<file path="src/design/rtc_seconds_pkg.sv">
// Constants, bus carriers and state types for the seconds counter
package rtc_seconds_pkg;
	// Bus geometry
	localparam int ADDR_W = 24;
	localparam int DATA_W = 32;
	// Register byte addresses
	localparam logic [23:0] SECONDS_COUNT_OFFSET = 24'hffffa8;
	localparam logic [23:0] CONTROL_OFFSET = 24'hffffac;
	localparam logic [23:0] COMPARE_OFFSET = 24'hffffb0;
	// Field positions
	localparam int BUSY_BIT = 7;
	localparam int TENS_LSB = 4;
	localparam int CTRL_MODE_BIT = 0;
	localparam int CTRL_RUN_BIT = 1;
	// Values after reset
	localparam logic [7:0] SECONDS_RESET = 8'h00;
	localparam logic [7:0] CONTROL_RESET = 8'h00;
	localparam logic [7:0] COMPARE_RESET = 8'hff;
	localparam logic [31:0] READDATA_RESET = 32'h0000_0000;
	// Digit limits
	localparam logic [3:0] UNITS_MAX = 4'h9;
	localparam logic [2:0] TENS_MAX = 3'h5;
	// One second as a time, and its length in clock cycles
	localparam int unsigned SECOND_US = 1000000;
	localparam int unsigned CLK_MHZ = 250;
	localparam int unsigned SECOND_CYCLES = SECOND_US * CLK_MHZ;
	// Cycles for which a recalculation keeps the busy flag up
	localparam logic [1:0] UPDATE_CYCLES = 2'h2;

	// Avalon-MM request from the master
	typedef struct packed {
		logic [23:0] address;
		logic read;
		logic write;
		logic [3:0] byteenable;
		logic [31:0] writedata;
	} avl_req_s;

	// Avalon-MM answer to the master
	typedef struct packed {
		logic [31:0] readdata;
		logic waitrequest;
	} avl_rsp_s;

	// Recalculation sequencer
	typedef enum logic [0:0] {
		ST_IDLE,
		ST_CALC
	} calc_state_e;
endpackage

</file>
<file path="src/design/rtc_seconds_counter.sv">
// Seconds counter of the real-time-clock timer with Avalon-MM register access
// Notes on behaviour
// RULE1 - Busy flag high throughout time recalculation
// RULE2 - Software discards time values read while busy
// RULE3 - Clock mode holds BCD seconds 00 to 59
// RULE4 - Units digit steps 0 to 9 per second
// RULE5 - Units carry adds one to tens digit
// RULE6 - Tens digit counts 0 to 5 only
// RULE7 - Compare mode reads full 8-bit count
// RULE8 - Stopped counter keeps its value; in clock mode a recalculation already started still commits after the stop
// RULE9 - Compare match clears counter to zero
// RULE10 - 59 wraps to 00 with minute carry
//
// The Avalon-MM register port was chosen for this implementation.
`timescale 1ns/1ps
`default_nettype none
module rtc_seconds_counter #(
	parameter int unsigned TICK_CYCLES = rtc_seconds_pkg::SECOND_CYCLES
) (
	// Clock and reset
	input wire logic i_clk,
	input wire logic i_reset_n,
	// Register bus
	input wire rtc_seconds_pkg::avl_req_s i_avl,
	output var rtc_seconds_pkg::avl_rsp_s o_avl,
	// Time status and events
	output logic o_update_in_progress,
	output logic o_minute_carry,
	output logic o_compare_match
);
	import rtc_seconds_pkg::*;

	// Bus answer state
	logic waitrequest;
	logic next_waitrequest;
	logic [31:0] readdata;
	logic next_readdata;
	logic [31:0] next_readdata_w;
	// Software registers
	logic [7:0] control;
	logic [7:0] next_control;
	logic [7:0] compare;
	logic [7:0] next_compare;
	// Counter, sequencer and events
	logic [7:0] count;
	logic [7:0] next_count;
	logic busy;
	logic next_busy;
	calc_state_e state;
	calc_state_e next_state;
	logic [1:0] calc_cnt;
	logic [1:0] next_calc_cnt;
	logic [7:0] pending;
	logic [7:0] next_pending;
	logic [31:0] prescale;
	logic [31:0] next_prescale;
	logic carry;
	logic next_carry;
	logic match;
	logic next_match;
	// Decoded strobes
	logic accept;
	logic wr_sec;
	logic wr_ctl;
	logic wr_cmp;
	logic mode_cmp;
	logic run;
	logic tick;

	// Advance BCD seconds by one; top bit flags the 59 to 00 wrap
	function automatic logic [7:0] bcd_step(input logic [6:0] v);
		logic [3:0] u;
		logic [2:0] t;
		u = v[3:0];
		t = v[6:4];
		if (u >= UNITS_MAX) begin
			u = 4'h0;
			if (t >= TENS_MAX) begin
				return {1'b1, 3'h0, 4'h0};
			end
			return {1'b0, 3'(t + 3'h1), u};
		end
		return {1'b0, t, 4'(u + 4'h1)};
	endfunction

	// Force illegal written digits to zero so clock mode stays in range
	function automatic logic [6:0] bcd_clean(input logic [6:0] v);
		logic [3:0] u;
		logic [2:0] t;
		u = (v[3:0] > UNITS_MAX) ? 4'h0 : v[3:0];
		t = (v[6:4] > TENS_MAX) ? 3'h0 : v[6:4];
		return {t, u};
	endfunction

	// Write strobe for one register, low byte lane only
	function automatic logic wr_hit(input avl_req_s r, input logic ws, input logic [23:0] off);
		return r.write && !ws && r.byteenable[0] && (r.address == off);
	endfunction

	// Bus decode
	assign accept = (i_avl.read || i_avl.write) && !waitrequest;
	assign wr_sec = wr_hit(i_avl, waitrequest, SECONDS_COUNT_OFFSET);
	assign wr_ctl = wr_hit(i_avl, waitrequest, CONTROL_OFFSET);
	assign wr_cmp = wr_hit(i_avl, waitrequest, COMPARE_OFFSET);
	assign mode_cmp = control[CTRL_MODE_BIT];
	assign run = control[CTRL_RUN_BIT];
	assign tick = run && (prescale == 32'(TICK_CYCLES - 1));
	// One assignment drives the whole answer so the output has a single driver
	assign o_avl = '{readdata: readdata, waitrequest: waitrequest};
	assign o_update_in_progress = busy;
	assign o_minute_carry = carry;
	assign o_compare_match = match;

	// Bus slave: one wait cycle, read data captured at the request edge
	always_comb begin
		next_waitrequest = !((i_avl.read || i_avl.write) && waitrequest);
		next_readdata = i_avl.read && waitrequest;
		next_readdata_w = readdata;
		next_control = control;
		next_compare = compare;
		if (next_readdata) begin
			unique case (i_avl.address)
				SECONDS_COUNT_OFFSET: begin
					// Whole count in compare mode, flag plus digits in clock mode
					next_readdata_w = mode_cmp ? {24'h0, count} : {24'h0, busy, count[6:0]}; // [RULE7] [RULE1]
				end
				CONTROL_OFFSET: next_readdata_w = {24'h0, control};
				COMPARE_OFFSET: next_readdata_w = {24'h0, compare};
				default: next_readdata_w = 32'h0;
			endcase
		end
		if (wr_ctl) begin
			next_control = {6'h0, i_avl.writedata[1:0]};
		end
		if (wr_cmp) begin
			next_compare = i_avl.writedata[7:0];
		end
	end

	// Bus slave registers
	always_ff @(posedge i_clk) begin
		if (!i_reset_n) begin
			waitrequest <= 1'b1;
			readdata <= READDATA_RESET;
			control <= CONTROL_RESET;
			compare <= COMPARE_RESET;
		end else begin
			waitrequest <= next_waitrequest;
			readdata <= next_readdata_w;
			control <= next_control;
			compare <= next_compare;
		end
	end

	// Timekeeping: prescaler, recalculation sequencer, counter
	always_comb begin
		next_prescale = prescale;
		next_count = count;
		next_busy = busy;
		next_state = state;
		next_calc_cnt = calc_cnt;
		next_pending = pending;
		next_carry = 1'b0;
		next_match = 1'b0;
		// Prescaler halts with the run bit; the count then holds once any clock-mode recalculation in flight has committed
		if (run) begin
			next_prescale = tick ? 32'h0 : 32'(prescale + 32'h1); // [RULE8]
		end
		if (wr_sec) begin
			// Software load cancels any recalculation in flight
			next_count = mode_cmp ? i_avl.writedata[7:0] : {1'b0, bcd_clean(i_avl.writedata[6:0])};
			next_state = ST_IDLE;
			next_busy = 1'b0;
		end else if (wr_ctl && (i_avl.writedata[CTRL_MODE_BIT] != mode_cmp)) begin
			// Mode change starts from zero so each mode sees a legal value
			next_count = 8'h00;
			next_state = ST_IDLE;
			next_busy = 1'b0;
		end else if (mode_cmp) begin
			next_state = ST_IDLE;
			next_busy = 1'b0;
			if (tick) begin
				if (count == compare) begin
					next_count = 8'h00; // [RULE9]
					next_match = 1'b1;
				end else begin
					next_count = 8'(count + 8'h01); // [RULE7]
				end
			end
		end else begin
			unique case (state)
				ST_IDLE: begin
					if (tick) begin
						next_pending = bcd_step(count[6:0]); // [RULE4] [RULE5] [RULE6]
						next_calc_cnt = 2'(UPDATE_CYCLES - 2'h1);
						next_busy = 1'b1; // [RULE1]
						next_state = ST_CALC;
					end
				end
				ST_CALC: begin
					if (calc_cnt == 2'h0) begin
						// Commit the new seconds and drop the flag together
						next_count = {1'b0, pending[6:0]}; // [RULE3]
						next_carry = pending[7]; // [RULE10]
						next_busy = 1'b0; // [RULE1]
						next_state = ST_IDLE;
					end else begin
						next_calc_cnt = 2'(calc_cnt - 2'h1);
					end
				end
			endcase
		end
	end

	// Timekeeping registers
	always_ff @(posedge i_clk) begin
		if (!i_reset_n) begin
			prescale <= 32'h0;
			count <= SECONDS_RESET;
			busy <= 1'b0;
			state <= ST_IDLE;
			calc_cnt <= 2'h0;
			pending <= 8'h00;
			carry <= 1'b0;
			match <= 1'b0;
		end else begin
			prescale <= next_prescale;
			count <= next_count;
			busy <= next_busy;
			state <= next_state;
			calc_cnt <= next_calc_cnt;
			pending <= next_pending;
			carry <= next_carry;
			match <= next_match;
		end
	end

	// Helper: a clock-mode recalculation starts this cycle, undisturbed
	logic calc_start;
	assign calc_start = tick && !mode_cmp && (state == ST_IDLE) && !wr_sec && !wr_ctl;
	logic quiet;
	assign quiet = !wr_sec && !wr_ctl;
endmodule
`default_nettype wire

</file>
<file path="config.mk">
export PLATFORM = sky130hd
export DESIGN_NAME = rtc_seconds_counter
export DESIGN_NICKNAME = d
export VERILOG_FILES = /design/src/design/rtc_seconds_pkg.sv /design/src/design/rtc_seconds_counter.sv
export SDC_FILE = /design/constraint.sdc
export NUM_CORES = 1
export LEC_CHECK = 0
export ABC_AREA = 0
export BUFFER_PORTS_ARGS = -buffer_cell sky130_fd_sc_hd__buf_4
export CORE_MARGIN = 2
export CORE_UTILIZATION = 58
export CTS_CLUSTER_DIAMETER = 60
export DETAILED_ROUTE_END_ITERATION = 6
export PLACE_DENSITY = 0.89
export SLEW_MARGIN = 20
export SYNTH_ARGS = -nofsm -noshare
export SYNTH_HDL_FRONTEND = slang
export SYNTH_SLANG_ARGS = --single-unit
export TNS_END_PERCENT = 10
</file>
<file path="constraint.sdc">
create_clock -name i_clk -period 5.12 [get_ports i_clk]
set_input_delay 0.512 -clock i_clk [delete_from_list [all_inputs] [get_ports i_clk]]
set_output_delay 0.512 -clock i_clk [all_outputs]
set_load 0.01 [all_outputs]
</file>
==> impl_metrics.tcl <==
set metrics [dict create \
    synth_top_family_by_area "simple AND/OR/NAND/NOR gates" \
    finClkSkew_ns 0.0140 \
    ir_worst_vdd_mv 0.211 \
    grt_pass1_wl_um 14800 \
    die_h_um 88.1 \
    tightest_slew_ns 0.973 \
    syn_area_mm2 0.00410 \
    die_area_mm2 0.00776 \
    detail-route-antenna-nets 0 \
    period_needed_ns 3.04 \
    vias 3608 \
    cpPeakStageDelay_ns 0.75 \
    timing.final.crit_share 0.593 \
    yosys_most_used_dff "dfxtp_1" \
    synth_top_area_frac 0.356 \
    drtPass1Iterations 7 \
    dpl.hpwl_um 6790 \
    final-hold-violation-count 0 \
    crit_family "simple AND/OR/NAND/NOR gates" \
    synthArstFlopShare 0 \
    synthMuxAreaShare 0.0272 \
    synthSimpleGateAreaFrac 0.256 \
    synth_xor_area_frac 0.0919 \
    start_kind "flip-flop" \
    cts_setup_buffers 0 \
    clockRootBuffer "clkbuf_8" \
    io_buffers 48 \
    synth_edf_count 0 \
    drt-wirelength-per-cell_um 15.1 \
    power_density_mw_per_mm2 241 \
    clkLatencyLatePin_ns 0.38 \
    yosysWarnings 0 \
    die_w_um 88.1 \
    totalWireLength_um 9330 \
    cts_num_sinks 73 \
    cts_inserted_buffers 9 \
    gp_congestion 0.928 \
    yosysTopAreaCell "dfxtp_1" \
    diodes 0 \
    area_growth_pct 10.9 \
    grt_pass1_vias 3320 \
    grt_overflow_total 0 \
    drc 0 \
    utilization 0.665 \
    io_pins 100 \
    yosysSeqAreaShare 0.356 \
    path_cells "or4b_1 -> or4_4 -> or3_1 -> nand2_1 -> nor2_1" \
    clk_pin_slew_ns 0.08 \
    synthTopCellsByArea "dfxtp_1 (36%), buf_4 (4.8%), xnor2_1 (4.7%)" \
    crit_arrival_ns 3.25 \
    p_leak_uw 0.00171 \
    synth-adder-area-share 0.0244 \
    cts_hold_repair.buffers 0 \
    antenna_found_initial 0 \
    start_util 0.600 \
    max_freq_mhz 329 \
    cts_tree "yes" \
    hold_class "in2reg" \
    synth_cell_type_count 64 \
    maxCapViolations 0 \
    rsz0062_at_grt "no" \
    path_max_fanout 30 \
    tns_ns 0 \
    crit_buf_inv 0 \
    outcome "finished clean" \
    viasPerCell 5.82 \
    rows 30 \
    syn_avg_cell_area_um2 8.30 \
    cts.path.max_buffers 2 \
    first_iter_violations 224 \
    core-area_mm2 0.00683 \
    grt_max_degree 31 \
    synth_cells 494 \
    grt.total_usage 0.247 \
    drive_above_1_share 0.141 \
    htreeDepth 3 \
    crit_path_end_kind "flip-flop" \
    final_max_slew_viol_count 0 \
    cp_slowest_cell "nand2_1" \
    slew_headroom 0.351 \
    setup_viol 0 \
    post_cts_resized 0 \
    worst_ep_required_time_ns 5.34 \
    critPathKind "reg2reg" \
    synth_compound_area_frac 0.152 \
    ys_seq_elements 73 \
    fin_nets 592 \
]
[routing by layer]
| metal | vias up | track usage | wire (um) |
|---|---|---|---|
| met3 | 26 | 0.0829 | 666 |
| li1 | 1759 | - | - |
| met1 | 1682 | 0.283 | 3740 |
| met2 | 141 | 0.430 | 4700 |
| met5 | - | 0 | 0 |
| met4 | 0 | 0.0909 | 229 |
[synthesized netlist by cell type, types with 6 or more instances]
library cell,instances
inv_1,12
xor2_1,21
clkbuf_1,24
buf_4,26
a211oi_1,8
or3_1,7
mux2i_1,10
nand2_1,46
xnor2_1,22
nor2_1,48
a221oi_1,6
ha_1,8
nand4_1,20
nand3_1,17
and2_1,8
o211ai_1,8
nor3_1,21
dfxtp_1,73
a21oi_1,28
[power by group]
part / internal (uW) / leakage (uW) / switching (uW)
combinational: 29.3 / 0.00102 / 38.3
clock: 234 / 0.0000981 / 220
sequential: 571 / 0.000589 / 3.44
[cell usage in the layout, fill, tap and decap left out, types with 10 or more instances in the layout]
cell type  synthesis  routed
a21oi_1           28      28
buf_4             26      49
clkbuf_8           0      10
conb_1             1      24
dfxtp_1           73      73
inv_1             12      12
mux2i_1           10      10
nand2_1           46      46
nand3_1           17      17
nand4_1           20      20
nor2_1            48      48
nor3_1            21      21
xnor2_1           22      22
xor2_1            21      21
[stage by stage]
stage / setup WS (ns) / std cells / total power (uW) / area [um^2] / hold slack (ns)
after global placement: 2.03 / 605 / 652 / 4350 / 0.447
after global routing: 1.92 / 620 / 1130 / 4550 / 0.382
after detailed placement: 2.00 / 605 / 655 / 4350 / 0.446
after CTS: 2.06 / 620 / 1100 / 4540 / 0.365
after floorplan: 2.59 / 517 / 634 / 4190 / 0.428
final: 2.08 / 620 / 1100 / 4550 / 0.365
[path summary, 6_finish.rpt]
check                     from           end  slack, ns  cells after the start
setup reg to reg  prescale[15]  prescale[17]       2.08                      5
hold reg to reg     pending[7]    pending[7]       0.46                      2
hold / removal       i_avl[36]   waitrequest       0.37                      2
setup / recovery  prescale[15]  prescale[17]       2.08                      5
[kinds of logic after synthesis]
group | count (synthesis)
buffers and inverters | 69
multiplexers | 11
XOR/XNOR | 43
AND/OR/NAND/NOR | 201
flip-flops | 73
other | 1
AO/OA/AOI/OAI | 88
adder cells (fa/ha/maj) | 8
[final cells by class]
type                    count  area (um^2)
clock buffers              10          138
clock inverters             5         56.3
fillers                   558         2290
inverters                  12         45.0
multi-input cells         375         2360
flip-flops and latches     73         1460
well taps                  96          120
repair buffers             49          368
[registers in the layout, indices dropped and copies added, names as in the netlist, 2 cells and up]
register,cells
prescale,32
compare,8
count,8
pending,8
readdata,8
calc_cnt,2
control,2
[worst register-to-register path: cells and delay by family, from the launching register on]
kind | cells | cell delay, ns
flops | 1 | 0.44
simple gates | 5 | 2.45
Power figures use the tool's default switching activity.
